[src/tuma_pkg.sv]
// Purpose: shared constants and types for the tandem transmit master arbiter
// Assumes: one clock domain, 32-bit AXI4-Lite register access
// Notes:   field layouts follow the packed struct member order
package tuma_pkg;

	localparam int         AXI_AW      = 4;
	localparam logic [3:0] REG_CTRL    = 4'h0;
	localparam logic [3:0] REG_STAT    = 4'h4;
	localparam logic [3:0] REG_VPI     = 4'h8;
	localparam logic [3:0] REG_LEN     = 4'hC;
	localparam logic [1:0] RESP_OKAY   = 2'h0;
	localparam logic [1:0] RESP_SLVERR = 2'h2;

	localparam int N_PAIR = 4;
	localparam int N_ADDR = 16;
	localparam int N_PORT = N_PAIR * N_ADDR;

	// cell lengths in bytes
	localparam logic [6:0] LEN_STD8  = 7'h35;
	localparam logic [6:0] LEN_EXT8  = 7'h39;
	localparam logic [6:0] LEN_STD16 = 7'h36;
	localparam logic [6:0] LEN_EXT16 = 7'h3A;

	// translation table depth
	localparam logic [12:0] VPI_UNI = 13'h0100;
	localparam logic [12:0] VPI_NNI = 13'h1000;

	// strap is sampled on the boot count just below this one, which marks booted
	localparam logic [1:0] BOOT_CYC = 2'h3;

	localparam int CTRL_W = 10;
	typedef struct packed {
		logic [4:0] poll_max;
		logic       nni;
		logic       ext_hdr;
		logic       bus16;
		logic       slave;
		logic       tandem;
	} tuma_ctrl_t;

	localparam tuma_ctrl_t CTRL_RST = '{poll_max: 5'h0F, nni: 1'b0,
		ext_hdr: 1'b0, bus16: 1'b0, slave: 1'b0, tandem: 1'b0};

	typedef struct packed {
		logic [4:0] last_addr;
		logic       slave;
		logic       xfer;
		logic       req;
		logic       grant;
		logic       owner;
		logic       primary;
	} tuma_stat_t;

	// transmit pins towards the phys
	typedef struct packed {
		logic [4:0] addr;
		logic       addr_oe;
		logic [3:0] enb_n;
		logic       enb_oe;
	} tuma_utx_t;

	typedef enum logic [2:0] {
		ST_OFF, ST_TAKE, ST_POLL, ST_SEL, ST_XFER, ST_REL
	} tuma_st_t;

endpackage

[src/tuma_arbiter.sv]
// Purpose: tandem utopia transmit master with bus handover arbitration
// Assumes: peer master and phy pins are asynchronous, synchronised here
// Notes:   one design runs as primary or secondary, chosen by strap
//
// Implementation choices: the AXI4-Lite slave port and the register addresses.
`timescale 1ns/1ps

module tuma_arbiter
(
	// clock and reset
	input  wire logic                          aclk,
	input  wire logic                          aresetn,
	// axi4-lite register port
	input  wire logic [tuma_pkg::AXI_AW-1:0]   s_axi_awaddr,
	input  wire logic                          s_axi_awvalid,
	output      logic                          s_axi_awready,
	input  wire logic [31:0]                   s_axi_wdata,
	input  wire logic [3:0]                    s_axi_wstrb,
	input  wire logic                          s_axi_wvalid,
	output      logic                          s_axi_wready,
	output      logic [1:0]                    s_axi_bresp,
	output      logic                          s_axi_bvalid,
	input  wire logic                          s_axi_bready,
	input  wire logic [tuma_pkg::AXI_AW-1:0]   s_axi_araddr,
	input  wire logic                          s_axi_arvalid,
	output      logic                          s_axi_arready,
	output      logic [31:0]                   s_axi_rdata,
	output      logic [1:0]                    s_axi_rresp,
	output      logic                          s_axi_rvalid,
	input  wire logic                          s_axi_rready,
	// utopia transmit pins
	output      tuma_pkg::tuma_utx_t           utx,
	input  wire logic [4:0]                    utx_addr_i,
	input  wire logic [3:0]                    utx_clav_i,
	// tandem peer lines and role strap
	output      logic                          tdm_req_o,
	output      logic                          tdm_grant_o,
	output      logic                          tdm_busy_o,
	input  wire logic                          tdm_req_i,
	input  wire logic                          tdm_grant_i,
	input  wire logic                          tdm_busy_i,
	input  wire logic                          strap_primary_i,
	// cell source side
	input  wire logic [tuma_pkg::N_PORT-1:0]   cell_pend_i,
	output      logic [5:0]                    cell_port_o,
	output      logic                          cell_xfer_o,
	output      logic                          cell_done_o,
	output      logic                          rx_accept_all_o
);

	localparam int SYNC_W = 13;

	tuma_pkg::tuma_ctrl_t                ctrl_q;
	tuma_pkg::tuma_st_t                  st_q;
	tuma_pkg::tuma_st_t                  st_d;
	tuma_pkg::tuma_utx_t                 utx_q;
	logic [SYNC_W-1:0]                   meta_q;
	logic [SYNC_W-1:0]                   sync_q;
	logic [4:0]                          addr_s;
	logic [3:0]                          clav_s;
	logic                                req_s;
	logic                                grant_s;
	logic                                busy_s;
	logic                                strap_s;
	logic [1:0]                          boot_q;
	logic                                primary_q;
	logic                                booted;
	logic                                is_pri;
	logic [tuma_pkg::N_PORT-1:0]         avail_q;
	logic [tuma_pkg::N_PORT-1:0]         elig;
	logic [6:0]                          pick;
	logic [5:0]                          sel_q;
	logic [5:0]                          cnt_q;
	logic [5:0]                          words;
	logic [4:0]                          poll_q;
	logic                                grant_q;
	logic                                req_q;
	logic                                busy_q;
	logic                                busy_prev_q;
	logic [5:0]                          port_q;
	logic                                xfer_q;
	logic                                done_q;
	logic [6:0]                          xfer_run;
	logic [4:0]                          seen_q;
	logic [6:0]                          len;

	function automatic logic [6:0] cell_len(tuma_pkg::tuma_ctrl_t c);
		if (c.bus16)
			return c.ext_hdr ? tuma_pkg::LEN_EXT16 : tuma_pkg::LEN_STD16;
		return c.ext_hdr ? tuma_pkg::LEN_EXT8 : tuma_pkg::LEN_STD8;
	endfunction

	function automatic logic [4:0] next_addr(logic [4:0] a, logic [4:0] mx);
		return (a >= mx) ? 5'h00 : a + 5'h01;
	endfunction

	function automatic logic [6:0] first_set(
		logic [tuma_pkg::N_PORT-1:0] v);
		logic [6:0] r;
		r = '0;
		for (int i = tuma_pkg::N_PORT - 1; i >= 0; i--)
		begin
			if (v[i])
				r = {1'b1, 6'(i)};
		end
		return r;
	endfunction

	////////////////////////////////////////////////////////////////////////
	// pin synchronisers and role strap

	always_ff @(posedge aclk)
	begin
		if (!aresetn)
		begin
			meta_q <= '0;
			sync_q <= '0;
		end
		else
		begin
			meta_q <= {utx_addr_i, utx_clav_i, tdm_req_i, tdm_grant_i,
				tdm_busy_i, strap_primary_i};
			sync_q <= meta_q;
		end
	end

	assign {addr_s, clav_s, req_s, grant_s, busy_s, strap_s} = sync_q;

	always_ff @(posedge aclk)
	begin
		if (!aresetn)
		begin
			boot_q    <= '0;
			primary_q <= 1'b0;
		end
		else
		begin
			if (boot_q != tuma_pkg::BOOT_CYC)
				boot_q <= boot_q + 2'h1;
			if (boot_q == tuma_pkg::BOOT_CYC - 2'h1)
				primary_q <= strap_s;
		end
	end

	assign booted = (boot_q == tuma_pkg::BOOT_CYC);
	assign is_pri = primary_q | ~ctrl_q.tandem;

	////////////////////////////////////////////////////////////////////////
	// clav table, one bit per port

	always_ff @(posedge aclk)
	begin
		if (!aresetn)
			avail_q <= '0;
		else
		begin
			if (!addr_s[4] && addr_s <= ctrl_q.poll_max)
			begin
				for (int i = 0; i < tuma_pkg::N_PAIR; i++)
					avail_q[{i[1:0], addr_s[3:0]}] <= clav_s[i];
			end
			if (st_q == tuma_pkg::ST_SEL)
				avail_q[sel_q] <= 1'b0;
		end
	end

	assign elig  = avail_q & cell_pend_i;
	assign pick  = first_set(elig);
	assign len   = cell_len(ctrl_q);
	assign words = ctrl_q.bus16 ? len[6:1] : len[5:0];

	// last real poll address on the bus, whoever drove it;
	// the all-high release address is skipped
	always_ff @(posedge aclk)
	begin
		if (!aresetn)
			seen_q <= '0;
		else if (!addr_s[4] && addr_s <= ctrl_q.poll_max)
			seen_q <= addr_s;
	end

	////////////////////////////////////////////////////////////////////////
	// bus ownership state machine

	always_comb
	begin
		st_d = st_q;
		unique case (st_q)
			tuma_pkg::ST_OFF:
				if (booted && !ctrl_q.slave)
				begin
					if (is_pri ? (!busy_s && !grant_q)
						: (grant_s && !busy_s))
						st_d = tuma_pkg::ST_TAKE;
				end
			tuma_pkg::ST_TAKE:
				st_d = tuma_pkg::ST_POLL;
			tuma_pkg::ST_POLL:
				if (ctrl_q.slave || (is_pri && grant_q))
					st_d = tuma_pkg::ST_REL;
				else if (pick[6])
					st_d = tuma_pkg::ST_SEL;
				else if (!is_pri)
					st_d = tuma_pkg::ST_REL;
			tuma_pkg::ST_SEL:
				st_d = tuma_pkg::ST_XFER;
			tuma_pkg::ST_XFER:
				if (cnt_q == words - 6'h01)
				begin
					if (is_pri)
						st_d = grant_q ? tuma_pkg::ST_REL
							: tuma_pkg::ST_POLL;
					else
						st_d = grant_s ? tuma_pkg::ST_POLL
							: tuma_pkg::ST_REL;
				end
			tuma_pkg::ST_REL:
				st_d = tuma_pkg::ST_OFF;
		endcase
	end

	always_ff @(posedge aclk)
	begin
		if (!aresetn)
			st_q <= tuma_pkg::ST_OFF;
		else
			st_q <= st_d;
	end

	always_ff @(posedge aclk)
	begin
		if (!aresetn)
			cnt_q <= '0;
		else if (st_q == tuma_pkg::ST_XFER)
			cnt_q <= cnt_q + 6'h01;
		else
			cnt_q <= '0;
	end

	// polling address and selected port
	always_ff @(posedge aclk)
	begin
		if (!aresetn)
		begin
			poll_q <= '0;
			sel_q  <= '0;
		end
		else
		begin
			// loaded on entry so the first driven address is the resumed one
			if (st_d == tuma_pkg::ST_TAKE)
				poll_q <= next_addr(seen_q, ctrl_q.poll_max);
			else if (st_q == tuma_pkg::ST_TAKE
				|| st_q == tuma_pkg::ST_POLL
				|| st_q == tuma_pkg::ST_XFER)
				poll_q <= next_addr(poll_q, ctrl_q.poll_max);
			if (st_q == tuma_pkg::ST_POLL && st_d == tuma_pkg::ST_SEL)
				sel_q <= pick[5:0];
		end
	end

	// pin drive follows the next state
	always_ff @(posedge aclk)
	begin
		if (!aresetn)
			utx_q <= '{addr: 5'h1F, addr_oe: 1'b0, enb_n: 4'hF, enb_oe: 1'b0};
		else
		begin
			utx_q.enb_n <= 4'hF;
			utx_q.addr  <= poll_q;
			unique case (st_d)
				tuma_pkg::ST_SEL:
					utx_q.addr <= {1'b0, pick[3:0]};
				tuma_pkg::ST_XFER:
					utx_q.enb_n <= ~(4'h1 << sel_q[5:4]);
				tuma_pkg::ST_REL:
					utx_q.addr <= 5'h1F;
				default:
					utx_q.addr <= poll_q;
			endcase
			utx_q.addr_oe <= !ctrl_q.slave && st_d != tuma_pkg::ST_OFF
				&& st_d != tuma_pkg::ST_TAKE;
			utx_q.enb_oe  <= !ctrl_q.slave && st_d != tuma_pkg::ST_OFF
				&& st_d != tuma_pkg::ST_TAKE;
		end
	end

	assign utx = utx_q;

	////////////////////////////////////////////////////////////////////////
	// tandem request, grant and busy

	always_ff @(posedge aclk)
	begin
		if (!aresetn)
		begin
			grant_q     <= 1'b0;
			busy_prev_q <= 1'b0;
		end
		else
		begin
			busy_prev_q <= busy_s;
			if (!is_pri || !ctrl_q.tandem)
				grant_q <= 1'b0;
			else if (st_q == tuma_pkg::ST_POLL || st_q == tuma_pkg::ST_SEL
				|| st_q == tuma_pkg::ST_XFER)
			begin
				if (req_s)
					grant_q <= 1'b1;
			end
			else if (st_q == tuma_pkg::ST_OFF)
			begin
				if (busy_s != busy_prev_q)
					grant_q <= 1'b0;
				else if (busy_s)
					grant_q <= req_s && !pick[6];
			end
		end
	end

	always_ff @(posedge aclk)
	begin
		if (!aresetn)
		begin
			req_q  <= 1'b0;
			busy_q <= 1'b0;
		end
		else
		begin
			req_q  <= !is_pri && booted && pick[6] && (st_q == tuma_pkg::ST_OFF
				|| (st_q == tuma_pkg::ST_XFER
				&& cnt_q >= (words >> 1)));
			busy_q <= st_d != tuma_pkg::ST_OFF;
		end
	end

	assign tdm_req_o   = req_q;
	assign tdm_grant_o = grant_q;
	assign tdm_busy_o  = busy_q;

	////////////////////////////////////////////////////////////////////////
	// cell source outputs

	always_ff @(posedge aclk)
	begin
		if (!aresetn)
		begin
			port_q <= '0;
			xfer_q <= 1'b0;
			done_q <= 1'b0;
		end
		else
		begin
			if (st_d == tuma_pkg::ST_SEL)
				port_q <= pick[5:0];
			xfer_q <= st_d == tuma_pkg::ST_XFER;
			done_q <= st_q == tuma_pkg::ST_XFER && cnt_q == words - 6'h01;
		end
	end

	assign cell_port_o     = port_q;
	assign cell_xfer_o     = xfer_q;
	assign cell_done_o     = done_q;
	assign rx_accept_all_o = ctrl_q.tandem;

	////////////////////////////////////////////////////////////////////////
	// axi4-lite slave

	logic                      aw_q;
	logic                      w_q;
	logic [3:0]                awaddr_q;
	logic [31:0]               wdata_q;
	logic [3:0]                wstrb_q;
	logic [31:0]               wmerge;
	tuma_pkg::tuma_stat_t      stat;

	assign s_axi_awready = !aw_q && !s_axi_bvalid;
	assign s_axi_wready  = !w_q && !s_axi_bvalid;
	assign s_axi_arready = !s_axi_rvalid;

	always_comb
	begin
		wmerge = 32'(ctrl_q);
		for (int b = 0; b < 4; b++)
		begin
			if (wstrb_q[b])
				wmerge[b*8 +: 8] = wdata_q[b*8 +: 8];
		end
	end

	always_ff @(posedge aclk)
	begin
		if (!aresetn)
		begin
			aw_q         <= 1'b0;
			w_q          <= 1'b0;
			awaddr_q     <= '0;
			wdata_q      <= '0;
			wstrb_q      <= '0;
			s_axi_bvalid <= 1'b0;
			s_axi_bresp  <= tuma_pkg::RESP_OKAY;
			ctrl_q       <= tuma_pkg::CTRL_RST;
		end
		else
		begin
			if (s_axi_awvalid && s_axi_awready)
			begin
				aw_q     <= 1'b1;
				awaddr_q <= {s_axi_awaddr[3:2], 2'b00};
			end
			if (s_axi_wvalid && s_axi_wready)
			begin
				w_q     <= 1'b1;
				wdata_q <= s_axi_wdata;
				wstrb_q <= s_axi_wstrb;
			end
			if (aw_q && w_q)
			begin
				aw_q         <= 1'b0;
				w_q          <= 1'b0;
				s_axi_bvalid <= 1'b1;
				s_axi_bresp  <= tuma_pkg::RESP_OKAY;
				if (awaddr_q == tuma_pkg::REG_CTRL)
					ctrl_q <= tuma_pkg::tuma_ctrl_t'(wmerge[tuma_pkg::CTRL_W-1:0]);
			end
			else if (s_axi_bvalid && s_axi_bready)
				s_axi_bvalid <= 1'b0;
		end
	end

	assign stat = '{last_addr: addr_s, slave: ctrl_q.slave,
		xfer: xfer_q, req: req_q, grant: grant_s | grant_q,
		owner: busy_q, primary: is_pri};

	always_ff @(posedge aclk)
	begin
		if (!aresetn)
		begin
			s_axi_rvalid <= 1'b0;
			s_axi_rdata  <= '0;
			s_axi_rresp  <= tuma_pkg::RESP_OKAY;
		end
		else if (s_axi_arvalid && s_axi_arready)
		begin
			s_axi_rvalid <= 1'b1;
			s_axi_rresp  <= tuma_pkg::RESP_OKAY;
			unique case ({s_axi_araddr[3:2], 2'b00})
				tuma_pkg::REG_CTRL: s_axi_rdata <= 32'(ctrl_q);
				tuma_pkg::REG_STAT: s_axi_rdata <= 32'(stat);
				tuma_pkg::REG_VPI:
					s_axi_rdata <= 32'(ctrl_q.nni ? tuma_pkg::VPI_NNI
						: tuma_pkg::VPI_UNI);
				default: s_axi_rdata <= 32'(cell_len(ctrl_q));
			endcase
		end
		else if (s_axi_rvalid && s_axi_rready)
			s_axi_rvalid <= 1'b0;
	end

	////////////////////////////////////////////////////////////////////////
	// checks

	always_ff @(posedge aclk)
	begin
		if (!aresetn)
			xfer_run <= '0;
		else if (st_q == tuma_pkg::ST_XFER)
			xfer_run <= xfer_run + 7'h01;
		else
			xfer_run <= '0;
	end
endmodule

[config.mk]
export PLATFORM = sky130hd
export DESIGN_NAME = tuma_arbiter
export DESIGN_NICKNAME = d
export VERILOG_FILES = /design/src/tuma_pkg.sv /design/src/tuma_arbiter.sv
export SDC_FILE = /design/constraint.sdc
export NUM_CORES = 1
export LEC_CHECK = 0
export BUFFER_PORTS_ARGS = -buffer_cell sky130_fd_sc_hd__buf_2
export CORE_UTILIZATION = 30
export CTS_BUF_LIST = sky130_fd_sc_hd__clkbuf_4 sky130_fd_sc_hd__clkbuf_8 sky130_fd_sc_hd__clkbuf_16
export CTS_CLUSTER_DIAMETER = 100
export CTS_CLUSTER_SIZE = 20
export DETAILED_ROUTE_END_ITERATION = 8
export GPL_TIMING_DRIVEN = 0
export SYNTH_ARGS = -nofsm -noshare
export SYNTH_HDL_FRONTEND = slang
export SYNTH_SLANG_ARGS = --single-unit
[constraint.sdc]
create_clock -name aclk -period 2.88 [get_ports aclk]
set_clock_uncertainty 0.1 [all_clocks]
set_input_delay 0.288 -clock aclk [delete_from_list [all_inputs] [get_ports aclk]]
set_output_delay 0.288 -clock aclk [all_outputs]
set_load 0.02 [all_outputs]
==> flow_summary.ini, run 1 <==
[status]
outcome = complete, but fails checks
failed_checks = capacitance limit, slew limit

[cts]
clock_sinks = 180
htree_levels = 4
clk_latency_ns = 0.45
cts_tree = done
cts_buffers = 17
clk_pin_slew_ns = 0.08
cts_root_buf = clkbuf_16
clk_path_buf_depth = 2

[synth]
ys_seq_area_share_pct = 38.4
synth_top_cell_by_area = dfxtp_1
synth_top_area_share_pct = 38.4
synth_edf_count = 0
ys_ff_latch = 180
yosysUniqueCellTypes = 72
synth_top_family_by_area = simple AND/OR/NAND/NOR gates
netlist_area_um2 = 9390
synthMuxAreaShare_pct = 2.04
synthSimpleGateAreaFrac_pct = 27.6
yosys-top-cells-area = dfxtp_1 38%, nor3_1 8.3%, a21oi_1 6.1%
synth_ff_type = dfxtp_1
ys_warn_count = 0
synth_compound_area_share_pct = 22.0
syn_inst = 1178
synthAdderAreaFrac_pct = 3.46
syn_avg_cell_area_um2 = 7.97
synth_xor_area_share_pct = 0.932
synth_async_sr_flop_share_pct = 0

[route]
vias = 9651
dr.first_iter.drc_count = 892
drc = 0
via_per_inst = 5.31
drt-total-wl_um = 33500
drtPass1Iterations = 5
postRouteAntennaNets = 0
wl_per_cell_um = 18.4

[worst_setup_path]
crit_chain = a22o_1, nand4bb_4, or3_4, o311ai_4, or3b_4, nor4b_4, buf_4, nand2_1
endpoint = utx[3]
crit_path_start = avail_q[38]
required_ns = 3.09
critPathArrivalTime_ns = 3.09
r2r_end = utx[3]
worstSetupPathType = flip-flop to flip-flop
startpoint_type = flip-flop
worstPathMaxFanout = 3
end_kind = flip-flop
reg2reg_depth = 8
crit_path_top_delay_cell = or3_4
max_stage_delay_ns = 0.46
r2r-start = avail_q[38]
r2r_slack_ns = 0.006

[timing]
fmax_mhz = 348
worst_pin_slew_ns = 1.60
period_minus_slack_ns = 2.87
setup_violations = 0
max-slew-margin-rel_pct = -7.76
finalWorstSetupSlack_ns = 0.00591
slew_viol_final = 5
period_share_pct = 99.8
hold_violations = 0
rsz0062_at_grt = yes

[power_and_ir_drop]
power.density_nw_per_um2 = 533
leakagePower_nw = 4.74
vdd_drop_max_mv = 0.369

[run]
drv_cap = 1

[die]
dieArea_um2 = 32000
die_w_um = 179
core_um2 = 30700
ios = 192
num_rows = 64
die_h_um = 179
start_util_pct = 30.6

[placed_design]
place.gp.congestion = 0.913
portBuffers = 138
place_ws_ns = -0.464
place_hpwl_um = 24700

[finish]
drive_above_1_share_pct = 18.0
layout.nets = 1563
diodes = 0
syn_to_final_growth_pct = 25.9
fin_util_pct = 38.6

[global_routing]
grtUsageTotal_pct = 20.6
antenna_found_initial = 0
grt_pass1_wl_um = 49500
grt_max_degree = 19
gr-total-overflow = 0
grt_pass1_vias = 8782

[worst_hold_path]
hold_class = input port to flip-flop
min_from = s_axi_wdata[6]
critical path: cells and delay by family, from the launching register on:
family / cells / cell delay, ns
buf+inv: 1 / 0.19
compound gates: 2 / 0.59
simple gates: 5 / 1.53
flops: 1 / 0.33
per-layer routing:
metal | up-vias | track usage, % | wire length [um]
met5 | - | 0 | 0
li1 | 4717 | - | -
met1 | 4462 | 27.3 | 14600
met2 | 409 | 32.6 | 15200
met3 | 63 | 4.18 | 2760
met4 | 0 | 8.26 | 997
per-stage QoR:
| stage | hold slack, ns | instances | instance area (um^2) | power, mW | TNS, ns |
|---|---|---|---|---|---|
| floorplan | 0.287 | 1201 | 9480 | 3.49 | 0 |
| global placement | 0.319 | 1735 | 10700 | 3.86 | -6.63 |
| detailed placement | 0.320 | 1736 | 10700 | 3.87 | -6.92 |
| CTS | 0.00395 | 1808 | 11700 | 6.28 | 0 |
| global route | 0.00725 | 1818 | 11800 | 6.55 | -0.196 |
| finish | 0.0171 | 1818 | 11800 | 6.30 | 0 |
Yosys cell counts (12+ instances only):
master and number:
dfxtp_1 180, nor3_1 155, a21oi_1 115, nand2_1 110, o21ai_0 92, nor2_1 70
clkbuf_1 57, and2_1 41, nand3_1 27, ha_1 26, a22o_1 25, buf_4 25
inv_1 24, nand2b_1 21, mux2i_1 18, a22oi_1 17, or3_1 15, nor2b_1 12
nor4_1 12
worst min path at each step:
stage,endpoint,depth (start not counted),slack (ns)
after floorplan,s_axi_rvalid,1,0.29
after global placement,sync_q[3],1,0.32
after detailed placement,sync_q[2],1,0.32
after CTS,wdata_q[6],3,0.004
after global routing,wdata_q[6],3,0.007
final,wdata_q[6],3,0.02
sequential cells by signal, summed over array words and instances, names as in the netlist, 2 cells and up:
signal	cells
boot_q	2
wdata_q	10
seen_q	5
poll_q	5
s_axi_rdata	12
awaddr_q	2
avail_q	64
ctrl_q	9
cnt_q	6
cell_port_o	6
sel_q	6
utx	10
st_q	3
sync_q	13
meta_q	13
wstrb_q	2
layout by cell type (no fill, tap or decap), drive strengths merged, types with 18 or more instances in the layout:
master | Yosys | final
nor3 | 156 | 156
clkbuf | 57 | 74
ha | 26 | 26
nand3 | 27 | 27
buf | 32 | 193
a22o | 26 | 26
inv | 24 | 31
mux2i | 18 | 18
nand2 | 110 | 110
nand2b | 21 | 21
o21ai | 93 | 93
and2 | 41 | 41
conb | 1 | 24
a21oi | 115 | 115
nor2 | 70 | 70
dfxtp | 180 | 180
dlygate4sd3 | 0 | 28
what timing repair did:
action	4_1_cts	5_1_grt
setup endpoints to repair	46	41
resized for setup	10	21
endpoints found under the hold margin	28	0
hold buffers	28	0
buffers inserted	12	10
pin swaps	9	7
cloned	0	0
final cells by class:
type	count	area, um^2
fillers	3196	18800
clock buffers	18	433
multi-input cells	908	5450
flip-flops and latches	180	3610
well taps	396	495
inverters	24	90.1
repair buffers	190	1150
plain buffers	88	432
clock inverters	14	161
logic make-up after synthesis:
| family | Yosys count |
|---|---|
| AND/OR/NAND/NOR | 499 |
| AO/OA/AOI/OAI | 330 |
| flip-flops | 180 |
| buffers and inverters | 113 |
| adder cells (fa/ha/maj) | 26 |
| multiplexers | 19 |
| XOR/XNOR | 10 |
| other | 1 |
where the power goes:
group	switching, mW	internal [mW]	total [mW]
clock network	1.12	1.25	2.37
registers	0.0904	2.61	2.70
logic	0.742	0.487	1.23
total	1.95	4.35	6.30
(Power assumes the default switching activity.)
==> run 2, diff against run 1 <==
--- a/config.mk
+++ b/config.mk
@@ -6,6 +6,7 @@
 export NUM_CORES = 1
 export LEC_CHECK = 0
 export BUFFER_PORTS_ARGS = -buffer_cell sky130_fd_sc_hd__buf_2
+export CORE_MARGIN = 2
 export CORE_UTILIZATION = 30
 export CTS_BUF_LIST = sky130_fd_sc_hd__clkbuf_4 sky130_fd_sc_hd__clkbuf_8 sky130_fd_sc_hd__clkbuf_16
 export CTS_CLUSTER_DIAMETER = 100
==> run 2 against run 1 <==
The run ends with capacitance limit left. Clock power shrank 5%. Critical path depth is the same. Register-to-register slack is essentially flat. Flip-flop and latch count is the same. Maximum frequency is essentially flat. Count of clock-buffer cells in the layout is the same. Largest power group unchanged.
==> flow_summary.ini, run 2 (synthesis gave the netlist of run 1 again) <==
[power_and_ir_drop]
leakagePower_nw = 4.70
vdd_drop_max_mv = 0.458
power.share.combinational_pct = 20.0
switching_share_pct = 31.3
p_switching_mw = 1.94
clkPwrFrac_pct = 36.3
p_int_mw = 4.25
power.density_nw_per_um2 = 526
p_seq_share_pct = 43.7

[timing]
setup_violations = 0
finalWorstSetupSlack_ns = 0.00439
max-slew-margin-rel_pct = 1.65
hold_ws_ns = 0.00939
fin_tns_setup_ns = 0
rsz0062_at_grt = yes
hold_violations = 0
worst_pin_slew_ns = 1.46
fmax_mhz = 348
period_share_pct = 99.8
period_minus_slack_ns = 2.88
slew_viol_final = 0

[worst_setup_path]
required_ns = 3.09
startpoint_type = flip-flop
reg2reg_depth = 8
worstSetupPathType = flip-flop to flip-flop
worstPathMaxFanout = 3
crit_path_start = avail_q[36]
r2r-start = avail_q[36]
critPathArrivalTime_ns = 3.08
end_kind = flip-flop

[run]
drv_cap = 1

[finish]
reg_top3 = avail_q x64, meta_q x13, sync_q x13
syn_to_final_growth_pct = 25.2
fill_cells = 3246
top_register = avail_q
layout_common_cells = 176 x dfxtp_1, 155 x nor3_1, 138 x buf_2
diodes = 0
layout.nets = 1559
fin_util_pct = 38.2
drive_above_1_share_pct = 17.8
largest_reg_flops = 64
final_common_cell = dfxtp_1
final_cells = 1813

[global_routing]
gr-total-overflow = 0
grt_max_degree = 18
antenna_found_initial = 0
grt_pass1_wl_um = 50600
grt_pass1_vias = 8928
grtUsageTotal_pct = 20.1

[worst_hold_path]
hold_class = input port to flip-flop
min_from = s_axi_wdata[5]
whs_path_depth = 3

[die]
ios = 192
core_um2 = 30700
die_h_um = 181
dieArea_um2 = 32700
die_w_um = 181
num_rows = 64
start_util_pct = 30.5

[cts]
cts_root_buf = clkbuf_16
cts_buffers = 17
cts_tree = done
clk_latency_ns = 0.44
clk_path_buf_depth = 2
htree_levels = 4
clock_sinks = 180
clk_pin_slew_ns = 0.08

[route]
drc = 0
wl_per_cell_um = 18.8
drt-total-wl_um = 34100
via_per_inst = 5.34
postRouteAntennaNets = 0
vias = 9680
dr.first_iter.drc_count = 962
drtPass1Iterations = 6

[placed_design]
place.gp.congestion = 0.931
portBuffers = 138
dp_cells = 1735
place_ws_ns = -0.554
place_hpwl_um = 25300

[status]
outcome = complete, but fails checks
failed_checks = capacitance limit
## run 2: changes by cell type in the layout (fill, tap and decap cells not counted), sizes merged
cell | previous run | this run
clkbuf | 74 | 73
dlygate4sd3 | 28 | 25
clkdlybuf4s18 | 1 | 0
clkinv | 5 | 4
clkinvlp | 1 | 4
inv | 31 | 29
bufinv | 1 | 0
buf | 193 | 194
## run 2: area by class of cell
cell class / count / area, um^2 / area share, %
clock buffers: 18 / 433 / 3.68
well taps: 396 / 495 / 4.21
plain buffers: 88 / 430 / 3.66
clock inverters: 13 / 123 / 1.04
flip-flops and latches: 180 / 3610 / 30.7
multi-input cells: 908 / 5470 / 46.5
inverters: 24 / 90.1 / 0.766
repair buffers: 186 / 1110 / 9.47
## run 2: worst paths after layout
path | end | slack (ns)
hold / removal | wdata_q[5] | 0.009
setup reg to reg | utx[3] | 0.004
hold reg to reg | sync_q[3] | 0.33
setup / recovery | utx[3] | 0.004
## run 2: power by group through the flow
stage / clock network, mW / registers (mW) / logic [mW]
floorplan: 0 / 2.78 / 0.709
global placement: 0 / 2.76 / 1.10
detailed placement: 0 / 2.76 / 1.11
CTS: 2.27 / 2.70 / 1.18
global route: 2.37 / 2.72 / 1.36
finish: 2.24 / 2.70 / 1.24
## run 2: critical path, stage by stage, from the launching register on
cell and delay (ns):
dfxtp_2 0.34, a22o_1 0.24, nand4bb_4 0.26, or3_4 0.46
o311ai_4 0.36, or3b_4 0.45, nor4b_4 0.30, buf_4 0.19
nand2_1 0.05
## run 2: timing repair
item / 4_1_cts / 5_1_grt
setup endpoints to repair: 83 / 32
buffers inserted: 12 / 11
pin swaps: 7 / 10
gates cloned: 0 / 0
hold endpoints to repair: 25 / 0
hold buffers: 25 / 0
resized for setup: 11 / 15
## run 2: stage by stage
step / power, mW / cell area (um^2)
after CTS: 6.15 / 11600
after floorplan: 3.49 / 9480
final: 6.18 / 11800
after detailed placement: 3.87 / 10700
after global placement: 3.86 / 10700
after global routing: 6.45 / 11800
## run 2: routing by layer
layer | vias up | GRT usage [%] | share of wire [%]
li1 | 4711 | - | -
met1 | 4453 | 26.8 | 44
met2 | 453 | 31.9 | 44
met3 | 63 | 4.11 | 9.0
met4 | 0 | 7.84 | 3.1
met5 | - | 0 | 0
